`src/logic/usdp_pkg.sv`:
```
// constants and types for the shadow receive/transmit data port
// assumes a 32-bit apb master and an external serializer/deserializer
package usdp_pkg;
  localparam logic [31:0] SHADOW_BASE = 32'h5000_1130;
  localparam logic [31:0] SHADOW_1_ADDR = 32'h5000_1134;
  localparam logic [31:0] SHADOW_2_ADDR = 32'h5000_1138;
  localparam logic [31:0] SHADOW_SPAN = 32'h0000_0040;
  localparam logic [31:0] CTRL_ADDR = 32'h5000_1170;
  localparam logic [31:0] LSTAT_ADDR = 32'h5000_1174;
  localparam logic [31:0] ISTAT_ADDR = 32'h5000_1178;
  localparam logic [31:0] IMASK_ADDR = 32'h5000_117c;
  localparam int DEFAULT_FIFO_DEPTH = 16;
  localparam int CTRL_FIFO_EN_BIT = 0;
  localparam int CTRL_IR_MODE_BIT = 1;
  localparam int LS_DR_BIT = 0;
  localparam int LS_OE_BIT = 1;
  localparam int LS_TX_HOLDING_EMPTY_FLAG_BIT = 5;
  localparam int IRQ_RX_BIT = 0;
  localparam int IRQ_OVR_BIT = 1;
  localparam int IRQ_TX_HOLDING_EMPTY_FLAG_BIT = 2;
  localparam logic CTRL_FIFO_EN_RESET = 1'b0;
  localparam logic CTRL_IR_MODE_RESET = 1'b0;
  localparam logic [2:0] IRQ_RESET = 3'h0;
  localparam logic [7:0] DATA_RESET = 8'h00;

  typedef struct packed {
    logic ir_mode;
    logic fifo_en;
  } usdp_ctrl_s;
endpackage

```
`src/logic/usdp_uart_shadow_data_port.sv`:
```
// apb slave for the shadow data window with receive and transmit fifos
// assumes byte streams from/to a serial framer; pins are synchronous to I_CLK
//
// The implementer's own choice: register access over APB.
`timescale 1ns/1ps

// Function
// - sixteen shadow words all read the receive buffer head
// - a write to any shadow word acts as a transmit holding write
// - received byte comes from the uart or infrared input by mode
// - without fifos a new byte overwrites unread data and flags overrun
// - with fifos a data read returns and pops the fifo head
// - full receive fifo keeps contents, drops new byte, flags overrun
// - without fifos one write clears the holding empty flag
// - without fifos further writes overwrite the pending transmit byte
// - with fifos up to the fifo depth bytes are accepted
// - writes to a full transmit fifo are dropped
// - transmit data goes to the uart or infrared output by mode
module usdp_uart_shadow_data_port
  import usdp_pkg::*;
#(
  parameter int FIFO_DEPTH = DEFAULT_FIFO_DEPTH
) (
  input wire logic I_CLK,
  input wire logic I_RESET_N,
  input wire logic I_PSEL,
  input wire logic I_PENABLE,
  input wire logic I_PWRITE,
  input wire logic [31:0] I_PADDR,
  input wire logic [31:0] I_PWDATA,
  input wire logic [3:0] I_PSTRB,
  output logic [31:0] O_PRDATA,
  output logic O_PREADY,
  output logic O_PSLVERR,
  input wire logic I_UART_RX_VALID,
  input wire logic [7:0] I_UART_RX_DATA,
  input wire logic I_IR_RX_VALID,
  input wire logic [7:0] I_IR_RX_DATA,
  output logic O_UART_TX_VALID,
  output logic O_IR_TX_VALID,
  output logic [7:0] O_TX_DATA,
  input wire logic I_TX_TAKE,
  output logic O_IRQ
);
  localparam int PW = (FIFO_DEPTH > 1) ? $clog2(FIFO_DEPTH) : 1;
  localparam int CW = $clog2(FIFO_DEPTH + 1);
  typedef logic [PW-1:0] usdp_ptr_t;
  typedef logic [CW-1:0] usdp_cnt_t;

  function automatic usdp_ptr_t ptr_inc(input usdp_ptr_t p);
    ptr_inc = (p == PW'(FIFO_DEPTH - 1)) ? '0 : p + 1'b1;
  endfunction

  function automatic logic in_shadow(input logic [31:0] a);
    logic [31:0] off;
    off = a - SHADOW_BASE;
    in_shadow = (a >= SHADOW_BASE) && (off < SHADOW_SPAN) && (a[1:0] == 2'b00);
  endfunction

  function automatic logic addr_mapped(input logic [31:0] a);
    addr_mapped = in_shadow(a) || (a == CTRL_ADDR) || (a == LSTAT_ADDR) ||
                  (a == ISTAT_ADDR) || (a == IMASK_ADDR);
  endfunction

  usdp_ctrl_s ctrl_reg;
  logic pready_reg;
  logic [31:0] prdata_reg;
  logic pslverr_reg;
  logic [7:0] rx_mem [FIFO_DEPTH];
  logic [7:0] tx_mem [FIFO_DEPTH];
  usdp_ptr_t rx_rd_reg, rx_wr_reg, tx_rd_reg, tx_wr_reg;
  usdp_cnt_t rx_cnt_reg, tx_cnt_reg, rx_cnt_next, tx_cnt_next;
  logic ovr_reg;
  logic [2:0] ist_reg, imask_reg, ist_next;
  logic irq_reg;
  logic uart_tx_valid_reg, ir_tx_valid_reg;
  logic [7:0] tx_data_reg;
  logic [31:0] rdata_next;

  // apb decode; every transfer answers in its first access cycle, with no wait cycle
  logic setup, access, wr_acc, rd_acc, wr_data, rd_data, rd_lstat, rd_istat, wr_ctrl, flush;
  assign setup = I_PSEL & ~I_PENABLE;
  assign access = I_PSEL & I_PENABLE & pready_reg;
  assign wr_acc = access & I_PWRITE & addr_mapped(I_PADDR);
  assign rd_acc = access & ~I_PWRITE;
  assign wr_data = wr_acc & in_shadow(I_PADDR) & I_PSTRB[0];
  assign rd_data = rd_acc & in_shadow(I_PADDR);
  assign rd_lstat = rd_acc & (I_PADDR == LSTAT_ADDR);
  assign rd_istat = rd_acc & (I_PADDR == ISTAT_ADDR);
  assign wr_ctrl = wr_acc & (I_PADDR == CTRL_ADDR) & I_PSTRB[0];
  // switching fifo mode empties both buffers so old pointers never mix with the new capacity
  assign flush = wr_ctrl & (I_PWDATA[CTRL_FIFO_EN_BIT] != ctrl_reg.fifo_en);

  // receive path
  logic rx_in_valid, rx_full, rx_pop, rx_space, rx_push, rx_over, rx_lost;
  logic [7:0] rx_in_data, rx_head;
  usdp_cnt_t rx_cap, tx_cap;
  assign rx_in_valid = ctrl_reg.ir_mode ? I_IR_RX_VALID : I_UART_RX_VALID;
  assign rx_in_data = ctrl_reg.ir_mode ? I_IR_RX_DATA : I_UART_RX_DATA;
  assign rx_cap = ctrl_reg.fifo_en ? CW'(FIFO_DEPTH) : CW'(1);
  assign rx_full = (rx_cnt_reg == rx_cap);
  assign rx_pop = rd_data & (rx_cnt_reg != '0) & ~flush;
  assign rx_space = ~rx_full | rx_pop;
  assign rx_push = rx_in_valid & rx_space & ~flush;
  assign rx_over = rx_in_valid & ~rx_space & ~ctrl_reg.fifo_en & ~flush;
  assign rx_lost = rx_in_valid & ~rx_space & ctrl_reg.fifo_en & ~flush;
  assign rx_head = rx_mem[rx_rd_reg];
  assign rx_cnt_next = flush ? '0 : rx_cnt_reg + CW'(rx_push) - CW'(rx_pop);

  always_ff @(posedge I_CLK) begin
    if (rx_push) begin
      rx_mem[rx_wr_reg] <= rx_in_data;
    end else if (rx_over) begin
      rx_mem[rx_rd_reg] <= rx_in_data;
    end
  end

  always_ff @(posedge I_CLK or negedge I_RESET_N) begin
    if (!I_RESET_N) begin
      rx_rd_reg <= '0;
      rx_wr_reg <= '0;
      rx_cnt_reg <= '0;
    end else if (flush) begin
      rx_rd_reg <= '0;
      rx_wr_reg <= '0;
      rx_cnt_reg <= '0;
    end else begin
      if (rx_push) begin
        rx_wr_reg <= ptr_inc(rx_wr_reg);
      end
      if (rx_pop) begin
        rx_rd_reg <= ptr_inc(rx_rd_reg);
      end
      rx_cnt_reg <= rx_cnt_next;
    end
  end

  // transmit path
  logic tx_full, tx_take, tx_space, tx_push, tx_over, tx_empty_ev;
  usdp_ptr_t tx_rd_n;
  logic [7:0] tx_head_next;
  assign tx_cap = ctrl_reg.fifo_en ? CW'(FIFO_DEPTH) : CW'(1);
  assign tx_full = (tx_cnt_reg == tx_cap);
  assign tx_take = I_TX_TAKE & (uart_tx_valid_reg | ir_tx_valid_reg) & (tx_cnt_reg != '0) & ~flush;
  assign tx_space = ~tx_full | tx_take;
  assign tx_push = wr_data & tx_space & ~flush;
  // a full fifo drops the write outright, a single holding byte is replaced instead
  assign tx_over = wr_data & ~tx_space & ~ctrl_reg.fifo_en & ~flush;
  assign tx_rd_n = tx_take ? ptr_inc(tx_rd_reg) : tx_rd_reg;
  assign tx_cnt_next = flush ? '0 : tx_cnt_reg + CW'(tx_push) - CW'(tx_take);
  assign tx_head_next = (tx_over || (tx_push && tx_wr_reg == tx_rd_n)) ? I_PWDATA[7:0] : tx_mem[tx_rd_n];
  assign tx_empty_ev = (tx_cnt_reg != '0) & (tx_cnt_next == '0);

  always_ff @(posedge I_CLK) begin
    if (tx_push) begin
      tx_mem[tx_wr_reg] <= I_PWDATA[7:0];
    end else if (tx_over) begin
      tx_mem[tx_rd_reg] <= I_PWDATA[7:0];
    end
  end

  always_ff @(posedge I_CLK or negedge I_RESET_N) begin
    if (!I_RESET_N) begin
      tx_rd_reg <= '0;
      tx_wr_reg <= '0;
      tx_cnt_reg <= '0;
    end else if (flush) begin
      tx_rd_reg <= '0;
      tx_wr_reg <= '0;
      tx_cnt_reg <= '0;
    end else begin
      if (tx_push) begin
        tx_wr_reg <= ptr_inc(tx_wr_reg);
      end
      tx_rd_reg <= tx_rd_n;
      tx_cnt_reg <= tx_cnt_next;
    end
  end

  // serializer sees the head byte from the same edge that stores it, built from next-state values
  always_ff @(posedge I_CLK or negedge I_RESET_N) begin
    if (!I_RESET_N) begin
      uart_tx_valid_reg <= 1'b0;
      ir_tx_valid_reg <= 1'b0;
      tx_data_reg <= DATA_RESET;
    end else begin
      uart_tx_valid_reg <= (tx_cnt_next != '0) & ~ctrl_reg.ir_mode;
      ir_tx_valid_reg <= (tx_cnt_next != '0) & ctrl_reg.ir_mode;
      tx_data_reg <= (tx_cnt_next != '0) ? tx_head_next : DATA_RESET;
    end
  end

  // control, mask and sticky flags; a new event beats a clearing read
  assign ist_next = (rd_istat ? 3'h0 : ist_reg) |
                    {tx_empty_ev, rx_over | rx_lost, rx_push};

  always_ff @(posedge I_CLK or negedge I_RESET_N) begin
    if (!I_RESET_N) begin
      ctrl_reg <= '{ir_mode: CTRL_IR_MODE_RESET, fifo_en: CTRL_FIFO_EN_RESET};
      imask_reg <= IRQ_RESET;
    end else if (wr_ctrl) begin
      ctrl_reg.fifo_en <= I_PWDATA[CTRL_FIFO_EN_BIT];
      ctrl_reg.ir_mode <= I_PWDATA[CTRL_IR_MODE_BIT];
    end else if (wr_acc && I_PADDR == IMASK_ADDR && I_PSTRB[0]) begin
      imask_reg <= I_PWDATA[2:0];
    end
  end

  always_ff @(posedge I_CLK or negedge I_RESET_N) begin
    if (!I_RESET_N) begin
      ist_reg <= IRQ_RESET;
      ovr_reg <= 1'b0;
      irq_reg <= 1'b0;
    end else begin
      ist_reg <= ist_next;
      ovr_reg <= (rd_lstat ? 1'b0 : ovr_reg) | rx_over | rx_lost;
      irq_reg <= |(ist_next & imask_reg);
    end
  end

  // read data is fetched in the setup cycle and held through the access cycle
  always_comb begin
    rdata_next = 32'h0000_0000;
    if (in_shadow(I_PADDR)) begin
      rdata_next[7:0] = (rx_cnt_reg != '0) ? rx_head : DATA_RESET;
    end else if (I_PADDR == LSTAT_ADDR) begin
      rdata_next[LS_DR_BIT] = (rx_cnt_reg != '0);
      rdata_next[LS_OE_BIT] = ovr_reg;
      rdata_next[LS_TX_HOLDING_EMPTY_FLAG_BIT] = (tx_cnt_reg == '0);
    end else if (I_PADDR == CTRL_ADDR) begin
      rdata_next[CTRL_FIFO_EN_BIT] = ctrl_reg.fifo_en;
      rdata_next[CTRL_IR_MODE_BIT] = ctrl_reg.ir_mode;
    end else if (I_PADDR == ISTAT_ADDR) begin
      rdata_next[2:0] = ist_reg;
    end else if (I_PADDR == IMASK_ADDR) begin
      rdata_next[2:0] = imask_reg;
    end
  end

  always_ff @(posedge I_CLK or negedge I_RESET_N) begin
    if (!I_RESET_N) begin
      pready_reg <= 1'b0;
      prdata_reg <= 32'h0000_0000;
      pslverr_reg <= 1'b0;
    end else begin
      pready_reg <= setup;
      prdata_reg <= (setup & ~I_PWRITE) ? rdata_next : 32'h0000_0000;
      pslverr_reg <= setup & ~addr_mapped(I_PADDR);
    end
  end

  assign O_PREADY = pready_reg;
  assign O_PRDATA = prdata_reg;
  assign O_PSLVERR = pslverr_reg;
  assign O_UART_TX_VALID = uart_tx_valid_reg;
  assign O_IR_TX_VALID = ir_tx_valid_reg;
  assign O_TX_DATA = tx_data_reg;
  assign O_IRQ = irq_reg;
endmodule // usdp_uart_shadow_data_port

```
`config.mk`:
```
export PLATFORM = sky130hd
export DESIGN_NAME = usdp_uart_shadow_data_port
export DESIGN_NICKNAME = d
export VERILOG_FILES = /design/src/logic/usdp_pkg.sv /design/src/logic/usdp_uart_shadow_data_port.sv
export SDC_FILE = /design/constraint.sdc
export NUM_CORES = 1
export LEC_CHECK = 0
export BUFFER_PORTS_ARGS = -buffer_cell sky130_fd_sc_hd__buf_2
export CAP_MARGIN = 10
export CORE_MARGIN = 2
export CORE_UTILIZATION = 34
export CTS_CLUSTER_DIAMETER = 60
export DETAILED_ROUTE_END_ITERATION = 10
export GPL_TIMING_DRIVEN = 0
export SLEW_MARGIN = 10
export SYNTH_ARGS = -nofsm -noshare
export SYNTH_HDL_FRONTEND = slang
export SYNTH_SLANG_ARGS = --single-unit
```
`constraint.sdc`:
```
create_clock -name I_CLK -period 5.8 [get_ports I_CLK]
set_clock_uncertainty 0.15 [all_clocks]
set_input_delay 1.16 -clock I_CLK [delete_from_list [all_inputs] [get_ports I_CLK]]
set_output_delay 1.16 -clock I_CLK [all_outputs]
set_load 0.02 [all_outputs]
```
== Word level (Yosys, flattened, before mapping) ==
Memories as Yosys holds them, arrays and structs flattened.
Cells that the tools add are included.

* Word-level logic and storage cells: 172
* Input bits: 92
* Memories kept: 2
* RAM bits: 256
* Bits in registers: 56
* Output and inout bits: 45

* Add/subtract/negate cells: 9
* Reduce and logical (&&, ||, !) cells: 23
* Order comparisons: 2
* Muxes and demuxes: 51
* Equal/unequal tests: 12
* Bitwise operators: 55

{| class="wikitable"
|+ Memories
! memory !! words !! width !! read ports !! clocked after Yosys merged registers in !! write ports !! RTL line !! text
|-
| rx_mem || 16 || 8 || 1 || 0 || 1 || usdp_uart_shadow_data_port.sv:69 || <nowiki>logic [7:0] rx_mem [FIFO_DEPTH];</nowiki>
|-
| tx_mem || 16 || 8 || 1 || 0 || 1 || usdp_uart_shadow_data_port.sv:70 || <nowiki>logic [7:0] tx_mem [FIFO_DEPTH];</nowiki>
|}

{| class="wikitable"
|+ Operator list
! kind !! count
|-
| equality test 32 x 31 -> 1 bit (second input constant) || 4
|-
| 2-to-1 mux 4 bit || 14
|-
| 2-to-1 mux 8 bit || 7
|-
| bitwise AND 1 bit || 36
|-
| >= comparator 32 x 31 -> 1 bit (second input constant) || 1
|-
| less-than comparator 32 x 7 -> 1 bit (second input constant) || 1
|-
| subtractor 32 x 31 -> 32 bit (second input constant) || 1
|-
| 2-to-1 mux 5 bit || 4
|-
| 2-to-1 mux 1 bit || 18
|-
| adder 4 x 1 -> 4 bit (second input constant) || 4
|-
| equality test 4 bit (second input constant) || 4
|-
| OR reduction 8 bit || 2
|-
| nonzero test 5 bit || 3
|-
| 2-to-1 mux 3 bit || 4
|-
| inverter 1 bit || 11
|-
| adder 5 x 1 -> 5 bit || 2
|-
| equality test 5 bit || 2
|-
| zero test 5 bit || 2
|-
| subtractor 5 x 1 -> 5 bit || 2
|-
| 2-to-1 mux 2 bit || 4
|-
| OR 1 bit || 6
|-
| nonzero test 2 bit || 3
|-
| logical AND 1 bit || 5
|-
| logical OR 1 bit || 5
|-
| other kinds (7) || 7
|}

== Longest topological paths before layout ==
* Word-level depth: 25
* Mapped depth: 22
* Gate-level depth less buffers: 21

== Worst setup path after synthesis ==
OpenSTA, ideal clock, no wires.

* Path type: input -> register
* From: in I_PADDR[18]
* To: reg tx_data_reg[5] (netlist: O_TX_DATA[5])
* Path buffers: 2
* Required time: 5.585 ns
* Arrival time: 4.940 ns
* Slack: 0.645 ns
* Stages: 21
* Library setup time: 0.065 ns
* Cells stage by stage: nor4_4 nand2_1 o31ai_1 nand2_1 or4_1 or2_2 clkbuf_1 ha_1 inv_1 ha_1 inv_1 fa_1 inv_1 a21oi_1 nor2_1 nor2_1 xnor2_1 o21ai_0 clkbuf_1 o21ai_0 o21ba_1

* Longest elaborated chain between the ends: 22
* Elaborated cells on any way between the ends: 39
* Classes of those cells: add/sub: 3; order compare: 2; eq/ne: 5; mux: 4; bitwise: 15; reduce/logical: 9; memory: 1

{| class="wikitable"
|+ RTL lines
! what !! RTL line !! text
|-
| start: declaration || usdp_uart_shadow_data_port.sv:29 || <nowiki>input wire logic [31:0] I_PADDR,</nowiki>
|-
| subtractor 32 x 31 -> 32 bit || usdp_uart_shadow_data_port.sv:56 || <nowiki>off = a - SHADOW_BASE;</nowiki>
|-
| less-than comparator 32 x 7 -> 1 bit || usdp_uart_shadow_data_port.sv:57 || <nowiki>in_shadow = (a >= SHADOW_BASE) && (off < SHADOW_SPAN) && (a[1:0] == 2'b00);</nowiki>
|-
| logical AND 1 bit (2 in series) || usdp_uart_shadow_data_port.sv:57 ||
|-
| logical OR 1 bit (3 in series) || usdp_uart_shadow_data_port.sv:61 || <nowiki>addr_mapped = in_shadow(a) || (a == CTRL_ADDR) || (a == LSTAT_ADDR) ||</nowiki>
|-
| logical OR 1 bit || usdp_uart_shadow_data_port.sv:62 || <nowiki>(a == ISTAT_ADDR) || (a == IMASK_ADDR);</nowiki>
|-
| bitwise AND 1 bit || usdp_uart_shadow_data_port.sv:84 || <nowiki>assign wr_acc = access & I_PWRITE & addr_mapped(I_PADDR);</nowiki>
|-
| bitwise AND 1 bit (2 in series) || usdp_uart_shadow_data_port.sv:90 || <nowiki>assign wr_ctrl = wr_acc & (I_PADDR == CTRL_ADDR) & I_PSTRB[0];</nowiki>
|-
| bitwise AND 1 bit || usdp_uart_shadow_data_port.sv:92 || <nowiki>assign flush = wr_ctrl & (I_PWDATA[CTRL_FIFO_EN_BIT] != ctrl_reg.fifo_en);</nowiki>
|-
| [... 2 more ...] || - ||
|-
| OR 1 bit || usdp_uart_shadow_data_port.sv:145 || <nowiki>assign tx_space = ~tx_full | tx_take;</nowiki>
|-
| bitwise AND 1 bit / inverter 1 bit (equally long branches) || usdp_uart_shadow_data_port.sv:146, usdp_uart_shadow_data_port.sv:148 ||
|-
| bitwise AND 1 bit (on tied branches) || usdp_uart_shadow_data_port.sv:146, usdp_uart_shadow_data_port.sv:148 ||
|-
| adder 5 x 1 -> 5 bit / bitwise AND 1 bit (equally long branches) || usdp_uart_shadow_data_port.sv:150, usdp_uart_shadow_data_port.sv:148 ||
|-
| subtractor 5 x 1 -> 5 bit / bitwise AND 1 bit (equally long branches) || usdp_uart_shadow_data_port.sv:150, usdp_uart_shadow_data_port.sv:148 ||
|-
| 2-to-1 mux 5 bit / logical OR 1 bit (equally long branches) || usdp_uart_shadow_data_port.sv:150, usdp_uart_shadow_data_port.sv:151 ||
|-
| nonzero test 5 bit / 2-to-1 mux 8 bit (equally long branches) || usdp_uart_shadow_data_port.sv:189, usdp_uart_shadow_data_port.sv:151 ||
|-
| 2-to-1 mux 8 bit * || usdp_uart_shadow_data_port.sv:189 || <nowiki>tx_data_reg <= (tx_cnt_next != '0) ? tx_head_next : DATA_RESET;</nowiki>
|-
| end signal: assignment || usdp_uart_shadow_data_port.sv:189 ||
|-
| end: declaration || usdp_uart_shadow_data_port.sv:77 || <nowiki>logic [7:0] tx_data_reg;</nowiki>
|}

Every way passes the cells marked *; elsewhere a longest branch is shown, timed or not.
A chain may end at the register's enable or synchronous reset.

== Worst setup path after layout ==
* From: in I_PADDR[1]
* To: reg tx_data_reg[5] (netlist: O_TX_DATA[5])

Same word-level chain as after synthesis.

==> results.sh <==
export IMPL_seq_area_sq_um=9090
export IMPL_die_width_um=208
export IMPL_grt_max_degree=57
export IMPL_grt_total_usage_pct=15.9
export IMPL_async_flop_share_pct=17.9
export IMPL_status="completed"
export IMPL_maxSlewHeadroom_pct=32.5
export IMPL_portBuffers=83
export IMPL_die_area_sq_um=43200
export IMPL_cts_sinks=312
export IMPL_numCtsBuffers=36
export IMPL_vias=9085
export IMPL_synth_edf_count=256
export IMPL_worst_pin_slew_ns=0.999
export IMPL_ant_nets=0
export IMPL_period_needed_ns=5.51
export IMPL_setup_viol=0
export IMPL_p_per_area_nw_per_um2=424
export IMPL_ys_ff_latch=312
export IMPL_routedLengthMet1_um=15100
export IMPL_synthTopCellsByArea="edfxtp_1, dfrtp_1, mux4_2"
export IMPL_fp_dieH_um=208
export IMPL_top_layer="met4"
export IMPL_clk_latency_ns=0.52
export IMPL_post_dp_cell_area_sq_um=15300
export IMPL_fillers=3818
export IMPL_synth_ff_type="edfxtp_1"
export IMPL_synth_distinct_cells=74
export IMPL_drive_gt1_share_pct=19.8
export IMPL_postSynthCellCount=1031
export IMPL_final_cell_area_sq_um=16500
export IMPL_dpl_cell_count=1669
export IMPL_drv_slew=0
export IMPL_path_buf_inv=6
export IMPL_place_gp_congestion=0.895
export IMPL_totalPowerFinal_mw=6.99
export IMPL_wl_met2_um=16700
export IMPL_avgSynthCellArea_sq_um=13.7
export IMPL_multi_input_area_sq_um=4580
export IMPL_wirelength_um=34300
export IMPL_avgViaCountPerCell=5.25
export IMPL_grt_pass1_wl_um=53400
export IMPL_num_antenna_cells=0
export IMPL_worstPathRequired_ns=6.09
export IMPL_ir_drop_mv=0.215
export IMPL_hold_viol=0
export IMPL_cts_buffer_depth=3
export IMPL_cts_tree="built"
export IMPL_fmax_ghz=0.182
export IMPL_routed_wl_met3_um=1780
export IMPL_syn2layout_area_growth_pct=16.6
export IMPL_drt_iter0_drc=688
export IMPL_period_share_pct=94.9
export IMPL_final_cell_count_no_fill=1732
export IMPL_worstPathArrival_ns=5.80
export IMPL_dp_hpwl_um=23500
export IMPL_yosysSeqAreaShare_pct=64.4
export IMPL_crit_chain="buf_2 > nor4b_1 > nand4b_1 > nor3_1 > nand2_1 > or4_1 > or2_2 > clkbuf_1 > ha_1 > inv_1 > ha_1 > inv_1 > fa_1 > inv_1 > a21oi_1 > nor2_1 > nor2_1 > xnor2_1 > o21ai_1 > clkbuf_2 > o21ai_0 > o21ba_1"
export IMPL_end_kind="flop"
export IMPL_path_class="in2reg"
export IMPL_critPathSlowestCell="or4_1"
export IMPL_netlist_area_sq_um=14100
export IMPL_cts_root_buf="clkbuf_16"
export IMPL_hp_class="reg2reg"
export IMPL_reg_top3="rx_mem: 128 flops, tx_mem: 128 flops"
export IMPL_io_pins=137
export IMPL_wl_per_cell_um=19.8
export IMPL_postCtsSetupBuffers=0
export IMPL_cap_violations=0
export IMPL_cp_max_fo=10
export IMPL_route_detailed_drc=0
export IMPL_layout_nets=1285
export IMPL_critical_path_top_delay_family="simple AND/OR/NAND/NOR gates"
export IMPL_core_region_area_sq_um=40900
export IMPL_clkSlewWorstSetupHoldPaths_ns=0.06
export IMPL_htree_levels=2
export IMPL_grt_overflow=0
export IMPL_grt_pass1_vias=9079
export IMPL_rows=74
export IMPL_leakagePower_nw=5.90
export IMPL_worstSetupStartpointType="primary input"
export IMPL_yosys_area_top_type="edfxtp_1"
export IMPL_crit_top_cell="inv_1"
export IMPL_yosys_warnings=0
export IMPL_start_util_pct=34.5
export IMPL_first_pass_iters=4
export IMPL_cpPeakStageDelay_ns=0.57
export IMPL_synth_top_area_share_pct=54.5
export IMPL_rsz0062_at_grt="false"
export IMPL_antenna_found_initial=0
## placed cells by master (no fill, tap or decap), types with 27 or more instances in the layout
master     instances
and3_1            34
dfrtp_1           56
nand2_1          106
clkbuf_1          39
inv_1             33
edfxtp_1         256
mux4_2            30
clkbuf_16         37
a211oi_1          31
a311oi_1          28
and2_1            35
o21ai_0           28
buf_2             92
nor2_1            44
a21oi_1           27
## logic make-up (layout without fill, tap and decap cells)
family	count (synthesis)	in the layout	share of synthesized area, %
xor gates and xnor gates	16	16	0.993
buffers and inverters	110	256	3.78
DFF	312	312	64.4
muxes	72	72	8.00
AOI/OAI and AO/OA	181	181	9.24
and+or+nand+nor	321	321	11.9
adders and majority gates	18	18	1.70
other	1	24	0.0266
## per-layer routing
layer	vias up	track usage, %
met5	-	0
met4	0	4.28
met3	55	2.77
met2	266	26.7
met1	4568	21.2
li1	4196	-
## metrics by stage
stage	setup slack, ns	hold WS [ns]	TNS [ns]	util [%]
floorplan	0.645	0.300	0	-
global placement	-0.501	0.329	-3.98	37.3
detailed placement	-0.506	0.338	-3.86	37.3
CTS	0.167	0.352	0	40.2
global route	0.0329	0.390	0	40.2
finish	0.293	0.351	0	40.2
## layout make-up
| cell class | count | area share [%] |
|---|---|---|
| multi-input cells | 632 | 27.9 |
| inverters | 34 | 0.791 |
| repair buffers | 83 | 2.54 |
| plain buffers | 76 | 2.46 |
| clock inverters | 18 | 1.09 |
| well taps | 532 | 4.04 |
| clock buffers | 45 | 5.99 |
| flip-flops and latches | 312 | 55.2 |
## synthesized netlist by cell type (3+ instances only)
cell / count
nor4b_1: 4
xnor2_1: 10
o32ai_1: 5
a311o_1: 5
o22ai_1: 3
a31oi_1: 5
o21ai_0: 29
nand2b_1: 6
xor2_1: 6
mux2i_1: 22
a311oi_1: 28
clkbuf_1: 35
and2_1: 35
nor2b_1: 10
or4_1: 4
nand2_1: 106
edfxtp_1: 256
or3_1: 8
nand3_1: 20
inv_1: 33
o31ai_1: 5
a22oi_1: 9
or2_2: 4
buf_2: 10
mux4_2: 30
ha_1: 16
nor2_1: 44
nor3_1: 11
o21ai_1: 5
a21oi_1: 27
nor4_1: 13
and3_1: 34
mux2_2: 18
buf_4: 24
dfrtp_1: 56
nand3b_1: 5
nand4_1: 7
a221oi_1: 4
a211oi_1: 31
buf_1: 5
## worst register-to-register path: cells and delay by family, from the launching register on
family,cells,cell delay (ns)
AO/OA/AOI/OAI,5,1.08
XOR/XNOR,1,0.14
adder cells (fa/ha/maj),4,1.05
buffers and inverters,6,0.70
flip-flops,1,0.35
AND/OR/NAND/NOR,6,1.65
## path summary, 6_finish.rpt
path                            slack, ns            to          start  depth (start not counted)
worst max-delay path                 0.29  O_TX_DATA[5]     I_PADDR[1]                         22
worst min-delay path                 0.35       ovr_reg        ovr_reg                          2
max in group asynchronous            4.37   O_PRDATA[7]      I_RESET_N                          1
worst min register to register       0.35       ovr_reg        ovr_reg                          2
worst max register to register       0.61  O_TX_DATA[5]  tx_cnt_reg[2]                         22
min in group asynchronous            0.59  O_TX_DATA[4]      I_RESET_N                          1
## timing repair
action                     4_1_cts  5_1_grt
hold buffers                     0        0
gates cloned                     0        0
pin swaps                        0        0
resized for setup                2        1
setup endpoints to repair        1        4
hold endpoints to repair         0        0
## where the power goes
part	internal, mW	switching [mW]	total, mW
Combinational	0.710	1.30	2.01
Sequential	2.64	0.102	2.74
Clock	1.34	0.891	2.23
(Power assumes the default switching activity.)
